--- src/design/pmc_pkg.sv ---
// Constants, register map and mode encodings of the power-mode controller
// Assumes a 100 MHz core clock and an AXI4-Lite master on the register side
// Summary of operation
// Idle gates CPU and memory clocks; enabled peripherals keep clocks.
// Any interrupt in idle returns the device to active.
// Wake latency 14 us idle, 174 us standby, 1015 us shutdown or pin hold.
// Standby powers only always-on domain; wake needs pin, RTC or sensor event.
// Standby wake resumes CPU in place; retained peripherals keep configuration.
// All GPIOs held at latched level throughout standby.
// Shutdown powers everything off; pins held at pre-shutdown values.
// Shutdown wake pin level change wakes device as a reset trigger.
// Reset cause recorded; pin wake, reset pin and power-on distinguishable.
// Shutdown keeps only latched pins and flash; registers and SRAM lost.
// RTC wake in active/idle/standby; pin wake except pin hold; reset pin always.
// Brown-out on in active/idle, duty cycled standby, off shutdown; POR always. Code turns the POR detector off in pin hold.
// Brown-out off between standby recharges; dip may lock until reset.
// SRAM is two 4 KB and two 6 KB blocks, retention per block.
// Flash cache disabled makes the 8 KB cache general-purpose RAM.
// 24 MHz crystal doubled to 48 MHz; fast clock off standby and shutdown.
// Slow RC serves without slow crystal; slow clock stops only in shutdown. Code also stops the slow clock in pin hold.
// Low-power entry only on software request, acknowledged after gating.
package pmc_pkg;
	localparam int CLK_MHZ = 100;
	localparam int WAKE_IDLE_US = 14;
	localparam int WAKE_STBY_US = 174;
	localparam int WAKE_SHDN_US = 1015;
	localparam int WAKE_IDLE_CYC = WAKE_IDLE_US * CLK_MHZ;
	localparam int WAKE_STBY_CYC = WAKE_STBY_US * CLK_MHZ;
	localparam int WAKE_SHDN_CYC = WAKE_SHDN_US * CLK_MHZ;
	localparam int RECHG_PERIOD_CYC = 1000;
	localparam int RECHG_ON_CYC = 10;
	localparam int NGPIO = 8;
	// Synchroniser reset value: reset pin bit at its released (high) level
	localparam logic [22:0] SYNC_RST = 23'h00_0800;
	localparam logic [7:0] OFS_CTRL = 8'h00;
	localparam logic [7:0] OFS_STAT = 8'h04;
	localparam logic [7:0] OFS_RETN = 8'h08;
	localparam logic [7:0] OFS_WPIN = 8'h0C;
	localparam logic [7:0] OFS_RCAUSE = 8'h10;
	localparam logic [7:0] OFS_IRQ = 8'h14;
	localparam logic [7:0] OFS_MASK = 8'h18;
	localparam logic [1:0] REQ_NONE = 2'h0;
	localparam logic [1:0] REQ_IDLE = 2'h1;
	localparam logic [1:0] REQ_STBY = 2'h2;
	localparam logic [1:0] REQ_SHDN = 2'h3;
	localparam logic [2:0] RC_POR = 3'h1;
	localparam logic [2:0] RC_PIN = 3'h2;
	localparam logic [2:0] RC_WAKE = 3'h4;
	localparam logic [1:0] RESP_OK = 2'h0;
	localparam logic [1:0] RESP_SLVERR = 2'h2;
	localparam logic [31:0] RD_ZERO = 32'h0000_0000;
	typedef enum logic [6:0] {
		PMC_ACTIVE  = 7'h01,
		PMC_GATE    = 7'h02,
		PMC_IDLE    = 7'h04,
		PMC_STBY    = 7'h08,
		PMC_SHDN    = 7'h10,
		PMC_WAKE    = 7'h20,
		PMC_PINHOLD = 7'h40
	} pmc_state_t;
endpackage

--- src/design/pmc_top.sv ---
// Power-mode controller: mode sequencing, domain gating, wake and reset cause
// Assumes AXI4-Lite master on CORE_CLK; wake and reset sources are asynchronous pins
//
// Implementation choices: the register addresses and register access over AXI4-Lite.
`timescale 1ns/1ps
module pmc_top
	import pmc_pkg::*;
(
	input  wire logic              CORE_CLK,
	input  wire logic              ARST_N,
	input  wire logic              CLK_EN,
	input  wire logic [7:0]        S_AWADDR,
	input  wire logic              S_AWVALID,
	output logic                   S_AWREADY,
	input  wire logic [31:0]       S_WDATA,
	input  wire logic [3:0]        S_WSTRB,
	input  wire logic              S_WVALID,
	output logic                   S_WREADY,
	output logic [1:0]             S_BRESP,
	output logic                   S_BVALID,
	input  wire logic              S_BREADY,
	input  wire logic [7:0]        S_ARADDR,
	input  wire logic              S_ARVALID,
	output logic                   S_ARREADY,
	output logic [31:0]            S_RDATA,
	output logic [1:0]             S_RRESP,
	output logic                   S_RVALID,
	input  wire logic              S_RREADY,
	input  wire logic              IRQ_EVENT,
	input  wire logic              RTC_EVENT,
	input  wire logic              SENSOR_EVENT,
	input  wire logic [NGPIO-1:0]  WAKE_PIN,
	input  wire logic              RESET_PIN_N,
	input  wire logic              POR_EVENT,
	input  wire logic              BROWNOUT_TRIP,
	input  wire logic              SLOW_XTAL_PRESENT,
	input  wire logic [NGPIO-1:0]  GPIO_IN,
	output logic                   CPU_CLK_EN,
	output logic                   MEM_CLK_EN,
	output logic                   FLASH_PWR,
	output logic                   SRAM_PWR,
	output logic [3:0]             SRAM_RETAIN,
	output logic                   CACHE_AS_RAM,
	output logic                   RADIO_PWR,
	output logic                   PERIPH_PWR,
	output logic                   ALWAYS_ON_DOMAIN_PWR,
	output logic                   FAST_CRYSTAL_OSC_EN,
	output logic                   FAST_DOUBLER_EN,
	output logic                   SLOW_CRYSTAL_OSC_EN,
	output logic                   SLOW_RC_OSC_EN,
	output logic                   BROWNOUT_DETECTOR_EN,
	output logic                   POR_DETECT_EN,
	output logic                   GPIO_LATCH,
	output logic [NGPIO-1:0]       GPIO_HOLD_VAL,
	output logic                   SYS_RESET_N,
	output logic                   LP_ACK,
	output logic                   IRQ
);
	// ----------------------------------------------------------------
	// Reset and input synchronisers
	// ----------------------------------------------------------------
	logic              rst_s1, rst_n;
	logic [14+NGPIO:0] sy1, sy2;
	always_ff @(posedge CORE_CLK or negedge ARST_N) begin
		if (!ARST_N) begin
			rst_s1 <= 1'b0;
			rst_n  <= 1'b0;
		end else begin
			rst_s1 <= 1'b1;
			rst_n  <= rst_s1;
		end
	end
	wire [14+NGPIO:0] sy_in = {8'h00, IRQ_EVENT, RTC_EVENT, SENSOR_EVENT, RESET_PIN_N,
		POR_EVENT, BROWNOUT_TRIP, SLOW_XTAL_PRESENT, WAKE_PIN};
	always_ff @(posedge CORE_CLK or negedge rst_n) begin
		if (!rst_n) begin
			sy1 <= SYNC_RST;
			sy2 <= SYNC_RST;
		end else if (CLK_EN) begin
			sy1 <= sy_in;
			sy2 <= sy1;
		end
	end
	wire [NGPIO-1:0] wpin   = sy2[NGPIO-1:0];
	wire             xtal_ok = sy2[NGPIO];
	wire             bod_trip = sy2[NGPIO+1];
	wire             por_ev = sy2[NGPIO+2];
	wire             rpin_n = sy2[NGPIO+3];
	wire             sen_ev = sy2[NGPIO+4];
	wire             rtc_ev = sy2[NGPIO+5];
	wire             irq_ev = sy2[NGPIO+6];
	// ----------------------------------------------------------------
	// Register file
	// ----------------------------------------------------------------
	logic [1:0]       req;
	logic [3:0]       retn;
	logic             cache_off;
	logic [NGPIO-1:0] wpin_en;
	logic [2:0]       rcause;
	logic [3:0]       irq_st, irq_mask;
	logic [7:0]       aw_a;
	logic [31:0]      w_d;
	logic             aw_h, w_h, bod_lock;
	pmc_state_t       state, next_state;
	logic [17:0]      cnt;
	logic [NGPIO-1:0] wpin_ref;
	wire do_wr = aw_h && w_h && !S_BVALID;
	wire wr_ctrl = do_wr && aw_a == OFS_CTRL;
	wire wr_retn = do_wr && aw_a == OFS_RETN;
	wire wr_wpin = do_wr && aw_a == OFS_WPIN;
	wire wr_rc   = do_wr && aw_a == OFS_RCAUSE;
	wire wr_irq  = do_wr && aw_a == OFS_IRQ;
	wire wr_mask = do_wr && aw_a == OFS_MASK;
	wire wr_ok   = wr_ctrl | wr_retn | wr_wpin | wr_rc | wr_irq | wr_mask | (do_wr && aw_a == OFS_STAT);
	wire rd_go   = S_ARVALID && !S_RVALID;
	wire [31:0] rd_mux = (S_ARADDR == OFS_CTRL)   ? {27'h0, cache_off, 2'h0, req} :
		(S_ARADDR == OFS_STAT)   ? {24'h0, bod_lock, state} :
		(S_ARADDR == OFS_RETN)   ? {28'h0, retn} :
		(S_ARADDR == OFS_WPIN)   ? {24'h0, wpin_en} :
		(S_ARADDR == OFS_RCAUSE) ? {29'h0, rcause} :
		(S_ARADDR == OFS_IRQ)    ? {28'h0, irq_st} :
		(S_ARADDR == OFS_MASK)   ? {28'h0, irq_mask} : RD_ZERO;
	wire rd_ok = S_ARADDR <= OFS_MASK && S_ARADDR[1:0] == 2'h0;
	wire pin_chg = |((wpin ^ wpin_ref) & wpin_en);
	wire rpin_hit = !rpin_n;
	wire lp_wake = rtc_ev | sen_ev | pin_chg;
	wire ev_entered = state == PMC_GATE && cnt == 18'h0;
	wire ev_woke = state == PMC_WAKE && cnt == 18'h0;
	wire [3:0] irq_set = {bod_trip & BROWNOUT_DETECTOR_EN, rpin_hit, ev_woke, ev_entered};
	always_ff @(posedge CORE_CLK or negedge rst_n) begin
		if (!rst_n) begin
			aw_h <= 1'b0;
			w_h <= 1'b0;
			aw_a <= 8'h00;
			w_d <= 32'h0000_0000;
			S_BVALID <= 1'b0;
			S_BRESP <= RESP_OK;
			S_RVALID <= 1'b0;
			S_RDATA <= RD_ZERO;
			S_RRESP <= RESP_OK;
		end else if (CLK_EN) begin
			if (S_AWVALID && S_AWREADY) begin
				aw_h <= 1'b1;
				aw_a <= S_AWADDR;
			end
			if (S_WVALID && S_WREADY) begin
				w_h <= 1'b1;
				w_d <= S_WDATA;
			end
			if (do_wr) begin
				aw_h <= 1'b0;
				w_h <= 1'b0;
				S_BVALID <= 1'b1;
				S_BRESP <= wr_ok ? RESP_OK : RESP_SLVERR;
			end else if (S_BREADY) begin
				S_BVALID <= 1'b0;
			end
			if (rd_go) begin
				S_RVALID <= 1'b1;
				S_RDATA <= rd_mux;
				S_RRESP <= rd_ok ? RESP_OK : RESP_SLVERR;
			end else if (S_RREADY) begin
				S_RVALID <= 1'b0;
			end
		end
	end
	assign S_AWREADY = !aw_h && rst_n;
	assign S_WREADY  = !w_h && rst_n;
	assign S_ARREADY = rd_go && rst_n;
	// Byte lane 0 carries every field
	wire b0 = w_d[0] | !S_WSTRB[0] ? S_WSTRB[0] : 1'b0;
	always_ff @(posedge CORE_CLK or negedge rst_n) begin
		if (!rst_n) begin
			req <= REQ_NONE;
			retn <= 4'hF;
			cache_off <= 1'b0;
			wpin_en <= '0;
			irq_mask <= 4'h0;
			irq_st <= 4'h0;
		end else if (CLK_EN) begin
			if (state == PMC_SHDN) begin
				req <= REQ_NONE;
				retn <= 4'hF;
				cache_off <= 1'b0;
				irq_mask <= 4'h0;
			end else begin
				if (wr_ctrl) begin
					req <= w_d[1:0];
					cache_off <= w_d[4];
				end else if (state == PMC_WAKE)
					req <= REQ_NONE;
				if (wr_retn)
					retn <= w_d[3:0];
				if (wr_mask)
					irq_mask <= w_d[3:0];
			end
			if (wr_wpin)
				wpin_en <= w_d[NGPIO-1:0];
			irq_st <= (irq_st & ~(wr_irq ? w_d[3:0] : 4'h0)) | irq_set;
		end
	end
	// ----------------------------------------------------------------
	// Mode sequencer
	// ----------------------------------------------------------------
	always_comb begin
		next_state = state;
		case (state)
			PMC_ACTIVE:  next_state = (req != REQ_NONE) ? PMC_GATE : PMC_ACTIVE;
			PMC_GATE:    if (cnt == 18'h0) begin
				next_state = (req == REQ_IDLE) ? PMC_IDLE : (req == REQ_STBY) ? PMC_STBY : PMC_SHDN;
			end
			PMC_IDLE:    next_state = (irq_ev | lp_wake) ? PMC_WAKE : PMC_IDLE;
			PMC_STBY:    next_state = (lp_wake && !bod_lock) ? PMC_WAKE : PMC_STBY;
			PMC_SHDN:    next_state = pin_chg ? PMC_WAKE : PMC_SHDN;
			PMC_WAKE:    next_state = (cnt == 18'h0) ? PMC_ACTIVE : PMC_WAKE;
			PMC_PINHOLD: next_state = rpin_hit ? PMC_PINHOLD : PMC_WAKE;
			default:     next_state = PMC_ACTIVE;
		endcase
		if (rpin_hit)
			next_state = PMC_PINHOLD;
	end
	wire [17:0] wake_len = (state == PMC_IDLE) ? 18'(WAKE_IDLE_CYC - 1) :
		(state == PMC_STBY) ? 18'(WAKE_STBY_CYC - 1) : 18'(WAKE_SHDN_CYC - 1);
	logic [9:0] rch;
	always_ff @(posedge CORE_CLK or negedge rst_n) begin
		if (!rst_n) begin
			state <= PMC_WAKE;
			cnt <= 18'(WAKE_SHDN_CYC - 1);
			wpin_ref <= '0;
			rch <= 10'h000;
			bod_lock <= 1'b0;
			rcause <= RC_POR;
			GPIO_HOLD_VAL <= '0;
		end else if (CLK_EN) begin
			state <= next_state;
			if (state != next_state)
				cnt <= (next_state == PMC_WAKE) ? wake_len : 18'h3;
			else if (cnt != 18'h0)
				cnt <= cnt - 18'h1;
			if (state == PMC_GATE && next_state != PMC_GATE)
				GPIO_HOLD_VAL <= GPIO_IN;
			if (state != PMC_SHDN)
				wpin_ref <= wpin;
			rch <= (rch == 10'(RECHG_PERIOD_CYC - 1)) ? 10'h000 : rch + 10'h001;
			if (state == PMC_STBY && bod_trip)
				bod_lock <= 1'b1;
			else if (rpin_hit)
				bod_lock <= 1'b0;
			if (por_ev)
				rcause <= RC_POR;
			else if (rpin_hit)
				rcause <= RC_PIN;
			else if (state == PMC_SHDN && pin_chg)
				rcause <= RC_WAKE;
			else if (wr_rc && b0)
				rcause <= 3'h0;
		end
	end
	// ----------------------------------------------------------------
	// Domain outputs
	// ----------------------------------------------------------------
	wire run = state == PMC_ACTIVE || state == PMC_GATE;
	wire on_idle = run || state == PMC_IDLE;
	wire low = state == PMC_STBY;
	wire off = state == PMC_SHDN || state == PMC_PINHOLD;
	wire waking = state == PMC_WAKE;
	always_ff @(posedge CORE_CLK or negedge rst_n) begin
		if (!rst_n) begin
			{CPU_CLK_EN, MEM_CLK_EN, FLASH_PWR, SRAM_PWR, RADIO_PWR, PERIPH_PWR} <= 6'h00;
			SRAM_RETAIN <= 4'h0;
			CACHE_AS_RAM <= 1'b0;
			ALWAYS_ON_DOMAIN_PWR <= 1'b0;
			{FAST_CRYSTAL_OSC_EN, FAST_DOUBLER_EN, SLOW_CRYSTAL_OSC_EN, SLOW_RC_OSC_EN} <= 4'h0;
			BROWNOUT_DETECTOR_EN <= 1'b0;
			POR_DETECT_EN <= 1'b1;
			GPIO_LATCH <= 1'b0;
			SYS_RESET_N <= 1'b0;
			LP_ACK <= 1'b0;
			IRQ <= 1'b0;
		end else if (CLK_EN) begin
			CPU_CLK_EN <= run;
			MEM_CLK_EN <= run;
			FLASH_PWR <= on_idle;
			SRAM_PWR <= on_idle | low | waking;
			SRAM_RETAIN <= low ? retn : 4'hF;
			CACHE_AS_RAM <= cache_off;
			RADIO_PWR <= on_idle;
			PERIPH_PWR <= on_idle;
			ALWAYS_ON_DOMAIN_PWR <= !off;
			FAST_CRYSTAL_OSC_EN <= on_idle || waking;
			FAST_DOUBLER_EN <= on_idle || waking;
			SLOW_CRYSTAL_OSC_EN <= !off && xtal_ok;
			SLOW_RC_OSC_EN <= !off && !xtal_ok;
			BROWNOUT_DETECTOR_EN <= on_idle || waking || (low && rch < 10'(RECHG_ON_CYC));
			POR_DETECT_EN <= state != PMC_PINHOLD;
			GPIO_LATCH <= low || off;
			SYS_RESET_N <= !(off || (waking && rcause != 3'h0 && cnt > 18'(WAKE_STBY_CYC)));
			LP_ACK <= state == PMC_IDLE || low || state == PMC_SHDN;
			IRQ <= |(irq_st & irq_mask);
		end
	end
endmodule // pmc_top

--- config.mk ---
export PLATFORM = sky130hd
export DESIGN_NAME = pmc_top
export DESIGN_NICKNAME = d
export VERILOG_FILES = /design/src/design/pmc_pkg.sv /design/src/design/pmc_top.sv
export SDC_FILE = /design/constraint.sdc
export NUM_CORES = 1
export LEC_CHECK = 0
export BUFFER_PORTS_ARGS = -buffer_cell sky130_fd_sc_hd__buf_2
export CORE_UTILIZATION = 50
export CTS_BUF_LIST = sky130_fd_sc_hd__clkbuf_4
export DETAILED_ROUTE_END_ITERATION = 6
export PLACE_DENSITY = 0.73
export SKIP_LAST_GASP = 1
export SYNTH_ARGS = -nofsm -noshare
export SYNTH_HDL_FRONTEND = slang
export SYNTH_SLANG_ARGS = --single-unit
--- constraint.sdc ---
create_clock -name CORE_CLK -period 12.6 [get_ports CORE_CLK]
set_input_delay 2.52 -clock CORE_CLK [delete_from_list [all_inputs] [get_ports CORE_CLK]]
set_output_delay 2.52 -clock CORE_CLK [all_outputs]
set_load 0.02 [all_outputs]
* After elaboration in Yosys (flattened, before gate mapping)
Index checks and enable logic that the tools add are counted.
** Cells by class
- Add/subtract/negate cells :: 2
- Multiply operators :: 0
- Divide/modulo/power cells :: 0
- Order comparisons :: 3
- Equality and inequality tests :: 29
- Shift-type cells :: 0
- Muxes and demuxes :: 51
- Bitwise operators :: 19
- Reductions and logical operators :: 83
** Operators by type and width (number)
- 2-to-1 mux 17 bit :: 3
- case mux 7 bit (7 select lines) :: 1
- == test 8 x 5 -> 1 bit (second input constant) :: 6
- 2-to-1 mux 18 bit :: 2
- 2-to-1 mux 4 bit :: 9
- AND reduction 2 bit :: 18
- == test 8 x 4 -> 1 bit (second input constant) :: 4
- 2-to-1 mux 8 bit :: 4
- logical AND 1 bit :: 28
- 2-to-1 mux 6 bit :: 4
- > comparator 18 x 15 -> 1 bit (second input constant) :: 1
- logical NOT 18 bit :: 1
- nonzero test 18 bit :: 1
- nonzero test 2 bit :: 9
- subtractor 18 x 1 -> 18 bit (second input constant) :: 1
- == test 8 x 3 -> 1 bit (second input constant) :: 2
- logical NOT 8 bit :: 2
- == test 7 x 6 -> 1 bit (second input constant) :: 2
- 2-to-1 mux 7 bit :: 2
- 2-to-1 mux 1 bit :: 13
- 2-to-1 mux 2 bit :: 6
- 2-to-1 mux 3 bit :: 4
- OR 1 bit :: 12
- adder 10 x 1 -> 10 bit (second input constant) :: 1
- 31 further kinds :: 51
** Word-level totals
- Register bits after elaboration :: 184
- Bits in latches :: 0
- Bits in writable memories :: 0
- Memory bits (read-only) :: 0
- Bits of input ports :: 83
- Output and inout port bits :: 71
- Word-level logic and storage cells :: 228
- Memories kept :: 0

* Depth between registers and ports, before layout
- Depth in word-level cells :: 11
- Gate-level depth with buffers :: 13
- Depth with buffers taken out :: 10

* Worst setup path before layout
OpenSTA, ideal clock, no wires.
- Kind :: reg-to-output
- From :: reg rst_n
- To :: out S_ARREADY
- Arrival :: 4.366 ns
- Data required time :: 10.080 ns
- Slack :: 5.714 ns
- Stages on the path, launching flop included :: 2
- Buffers on the path :: 0
- Cell sequence :: dfrtp_1 -> and3b_1
** On the way
- Longest elaborated chain between the ends :: 1
** RTL lines
- start: declaration :: RTL line pmc_top.sv:62 : logic rst_s1, rst_n;
- start signal: assignment :: RTL line pmc_top.sv:70 : rst_n <= rst_s1;
- logical AND 1 bit :: RTL line pmc_top.sv:169 : assign S_ARREADY = rd_go && rst_n;
- end: declaration :: RTL line pmc_top.sv:24 : output logic S_ARREADY,
Every way passes these cells.

* Final worst setup path
- From :: in S_ARVALID
- To :: out S_ARREADY
** On the way
- Longest elaborated chain between the ends :: 2
** RTL lines
- start: declaration :: RTL line pmc_top.sv:23 : input wire logic S_ARVALID,
- logical AND 1 bit :: RTL line pmc_top.sv:115 : wire rd_go = S_ARVALID && !S_RVALID;
- logical AND 1 bit :: RTL line pmc_top.sv:169
Every way passes these cells.

==> impl_metrics.py <==
metrics = {
    "synthesis": {
        "netlist_instances": 759,
        "synth_warnings": 0,
        "async_reset_ff_frac": 1.000,
        "yosysTopAreaCell": "dfrtp_1",
        "synthFlopType": "dfrtp_1",
        "ys_types": 68,
        "avgSynthCellArea_um2": 10.50,
        "synthTopCellsByArea": "dfrtp_1, mux2_2, dfstp_2",
        "netlist_area_um2": 7968,
        "yosysSeqAreaShare": 0.4992,
        "ys_ff_latch": 158,
        "synth_edf_count": 0,
        "synth_top_area_frac": 0.4366,
    },
    "timing": {
        "slew-limit-headroom": 0.3416,
        "fin_crit_sh": 0.4328,
        "clock_skew_ns": 0.02125,
        "fin_setup_tns_ns": 0,
        "finalMaxSlewViolations": 0,
        "fmax_mhz": 183.4,
        "rsz0062_at_grt": "false",
        "tightest_slew_ns": 0.9876,
        "setup_viol": 0,
        "hold_viol": 0,
        "min_period_ns": 5.453,
    },
    "critical_path": {
        "worstSetupPathType": "input port to output pin",
        "cp_common_cell": "buf_2",
        "cpMaxStageDelayCell": "and3b_1",
        "cp.buffers_inverters": 2,
        "path_delay_family": "buffers and inverters",
        "cp.arrival_ns": 2.93,
        "endpoint_kind": "output pin",
        "worstPathRequired_ns": 10.08,
        "max_stage_delay_ns": 0.16,
        "path_cells": "buf_2 > and3b_1 > buf_2",
        "critPathLaunchType": "input port",
        "critPathMaxFanout": 2,
    },
    "final_layout": {
        "final_common_cell": "dfrtp_1",
        "syn_to_final_growth_pct": 9.689,
        "fillers": 1335,
        "mostFrequentLayoutCells": "dfrtp_1, buf_2, mux2_2, nand2_1, nor2_1",
        "num-nets-final": 935,
        "drive_gt1_frac": 0.2875,
        "ff_latch_area_um2": 3981,
        "multiInputGateArea_um2": 3622,
    },
    "clocking": {
        "clk_path_buf_depth": 2,
        "clkLatencyLatePin_ns": 0.57,
        "cts-buffers-inserted": 17,
        "post_cts_buffers": 0,
        "tritoncts": "done",
        "path_clk_slew_ns": 0.13,
        "cts_resized": 0,
        "clkSinkCount": 158,
        "cts_root_buf": "clkbuf_4",
        "ctsHtreeMaxLevel": 4,
        "hold_buffers": 0,
    },
    "route": {
        "drtPass1Iterations": 5,
        "wl_per_cell_um": 16.56,
        "detail-route-antenna-nets": 0,
        "vias": 6079,
        "drt_iter0_drc": 487,
        "routed_via_density": 5.676,
        "routed_wl_um": 17730,
        "drc": 0,
    },
    "power_and_ir_drop": {
        "power_density_nw_per_um2": 150.9,
        "leakagePower_uw": 0.003964,
        "finalPower_uw": 1319,
        "peakVddDrop_uv": 139.4,
    },
    "placed_design": {
        "portBuffers": 100,
        "dp_hpwl_um": 12660,
        "routabilityCongestion": 0.8819,
    },
    "floorplanning": {
        "start_util": 0.5184,
        "fp.dieArea_um2": 16440,
        "core_area_um2": 15370,
        "die_w_um": 128.2,
        "num_rows": 45,
        "fp.dieH_um": 128.2,
        "pin_count": 154,
    },
    "grt": {
        "grt_start_max_net_pins": 93,
        "grt_pass1_vias": 5653,
        "grt_antenna_before_repair": 1,
        "overflow": 0,
        "grt_usage": 0.2281,
        "grt_pass1_wl_um": 28930,
    },
    "worst_hold_path": {
        "hp-class": "flip-flop to asynchronous set/reset pin",
    },
    "run_status": {
        "status": "completed",
    },
    "run": {
        "max_cap_violations": 0,
    },
}
[sequential cells by signal (all words and copies together), names as in the netlist, 8 cells and up]
| register | cells |
|---|---|
| GPIO_HOLD_VAL | 8 |
| S_RDATA | 8 |
| aw_a | 8 |
| cnt | 18 |
| rch | 10 |
| sy1 | 15 |
| sy2 | 15 |
| w_d | 8 |
| wpin_en | 8 |
| wpin_ref | 8 |
[cells in the mapped netlist (7+ instances only)]
library cell,number
o21ai_0,47
or3_1,15
mux2_2,73
dfstp_2,19
nor3_1,23
nor4_1,12
nand4_1,13
a22o_1,8
nand3_1,21
a21oi_1,17
inv_1,21
mux2i_1,8
clkbuf_1,23
a22oi_1,11
a21o_1,7
nor2_1,54
dfrtp_1,139
xor2_1,11
nand2_1,71
buf_4,31
nor2b_1,9
[area by class of cell]
class	count	area share
Timing Repair Buffer	106	0.06271
Clock inverter	14	0.01231
Clock buffer	18	0.01546
Inverter	21	0.009019
Sequential cell	158	0.4555
Multi-Input combinational cell	542	0.4145
Antenna cell	1	0.0002863
Tap cell	211	0.03021
[power by group]
group	total, µW	internal (µW)	switching [µW]
clock network	275	83.5	191
registers	718	615	103
logic	326	142	183
[through the flow]
step / std cells / hold slack, ns / instance area [µm²] / setup WS (ns) / utilization
2_1_floorplan: 784 / 0.3312 / 8061 / 5.714 / -
3_3_place_gp: 1038 / 0.1884 / 8494 / 7.151 / 0.5526
3_5_place_dp: 1038 / 0.1906 / 8494 / 7.144 / 0.5526
4_1_cts: 1070 / 0.2103 / 8737 / 7.144 / 0.5684
5_1_grt: 1071 / 0.2233 / 8740 / 7.132 / 0.5686
6_report: 1071 / 0.1985 / 8740 / 7.147 / 0.5686
[path summary, 6_finish.rpt]
| kind | startpoint | endpoint | slack [ns] | cells after the start |
|---|---|---|---|---|
| worst min register to register | rst_n$_DFF_PN0_ | S_BVALID$_DFFE_PN0P_ | 0.20 | 0 |
| min in group CORE_CLK | rst_s1$_DFF_PN0_ | rst_n$_DFF_PN0_ | 0.38 | 0 |
| max in group asynchronous | rst_n$_DFF_PN0_ | cnt[7]$_DFFE_PN0P_ | 10.37 | 2 |
| worst max-delay path | S_ARVALID | S_ARREADY | 7.15 | 3 |
| worst max register to register | state[2]$_DFFE_PN0P_ | cnt[8]$_DFFE_PN0P_ | 8.61 | 9 |
| worst min-delay path | rst_n$_DFF_PN0_ | S_BVALID$_DFFE_PN0P_ | 0.20 | 0 |
[kinds of logic after synthesis]
family | count (synthesis) | synth area share
flip-flops | 158 | 0.4992
adder cells (fa/ha/maj) | 6 | 0.009422
XOR/XNOR | 14 | 0.01539
AO/OA/AOI/OAI | 155 | 0.1369
other | 2 | 0.0009426
buffers and inverters | 84 | 0.05795
multiplexers | 83 | 0.1189
AND/OR/NAND/NOR | 257 | 0.1613
[layer usage]
metal  global-route usage  routed length, µm  vias up
li1                     -                  -     2875
met1               0.3243               8304     2996
met2               0.3466               8147      191
met3              0.05551               1079       17
met4              0.06505                201        0
met5                    0                  0        -
No activity file was read; power rests on OpenSTA's default activity.
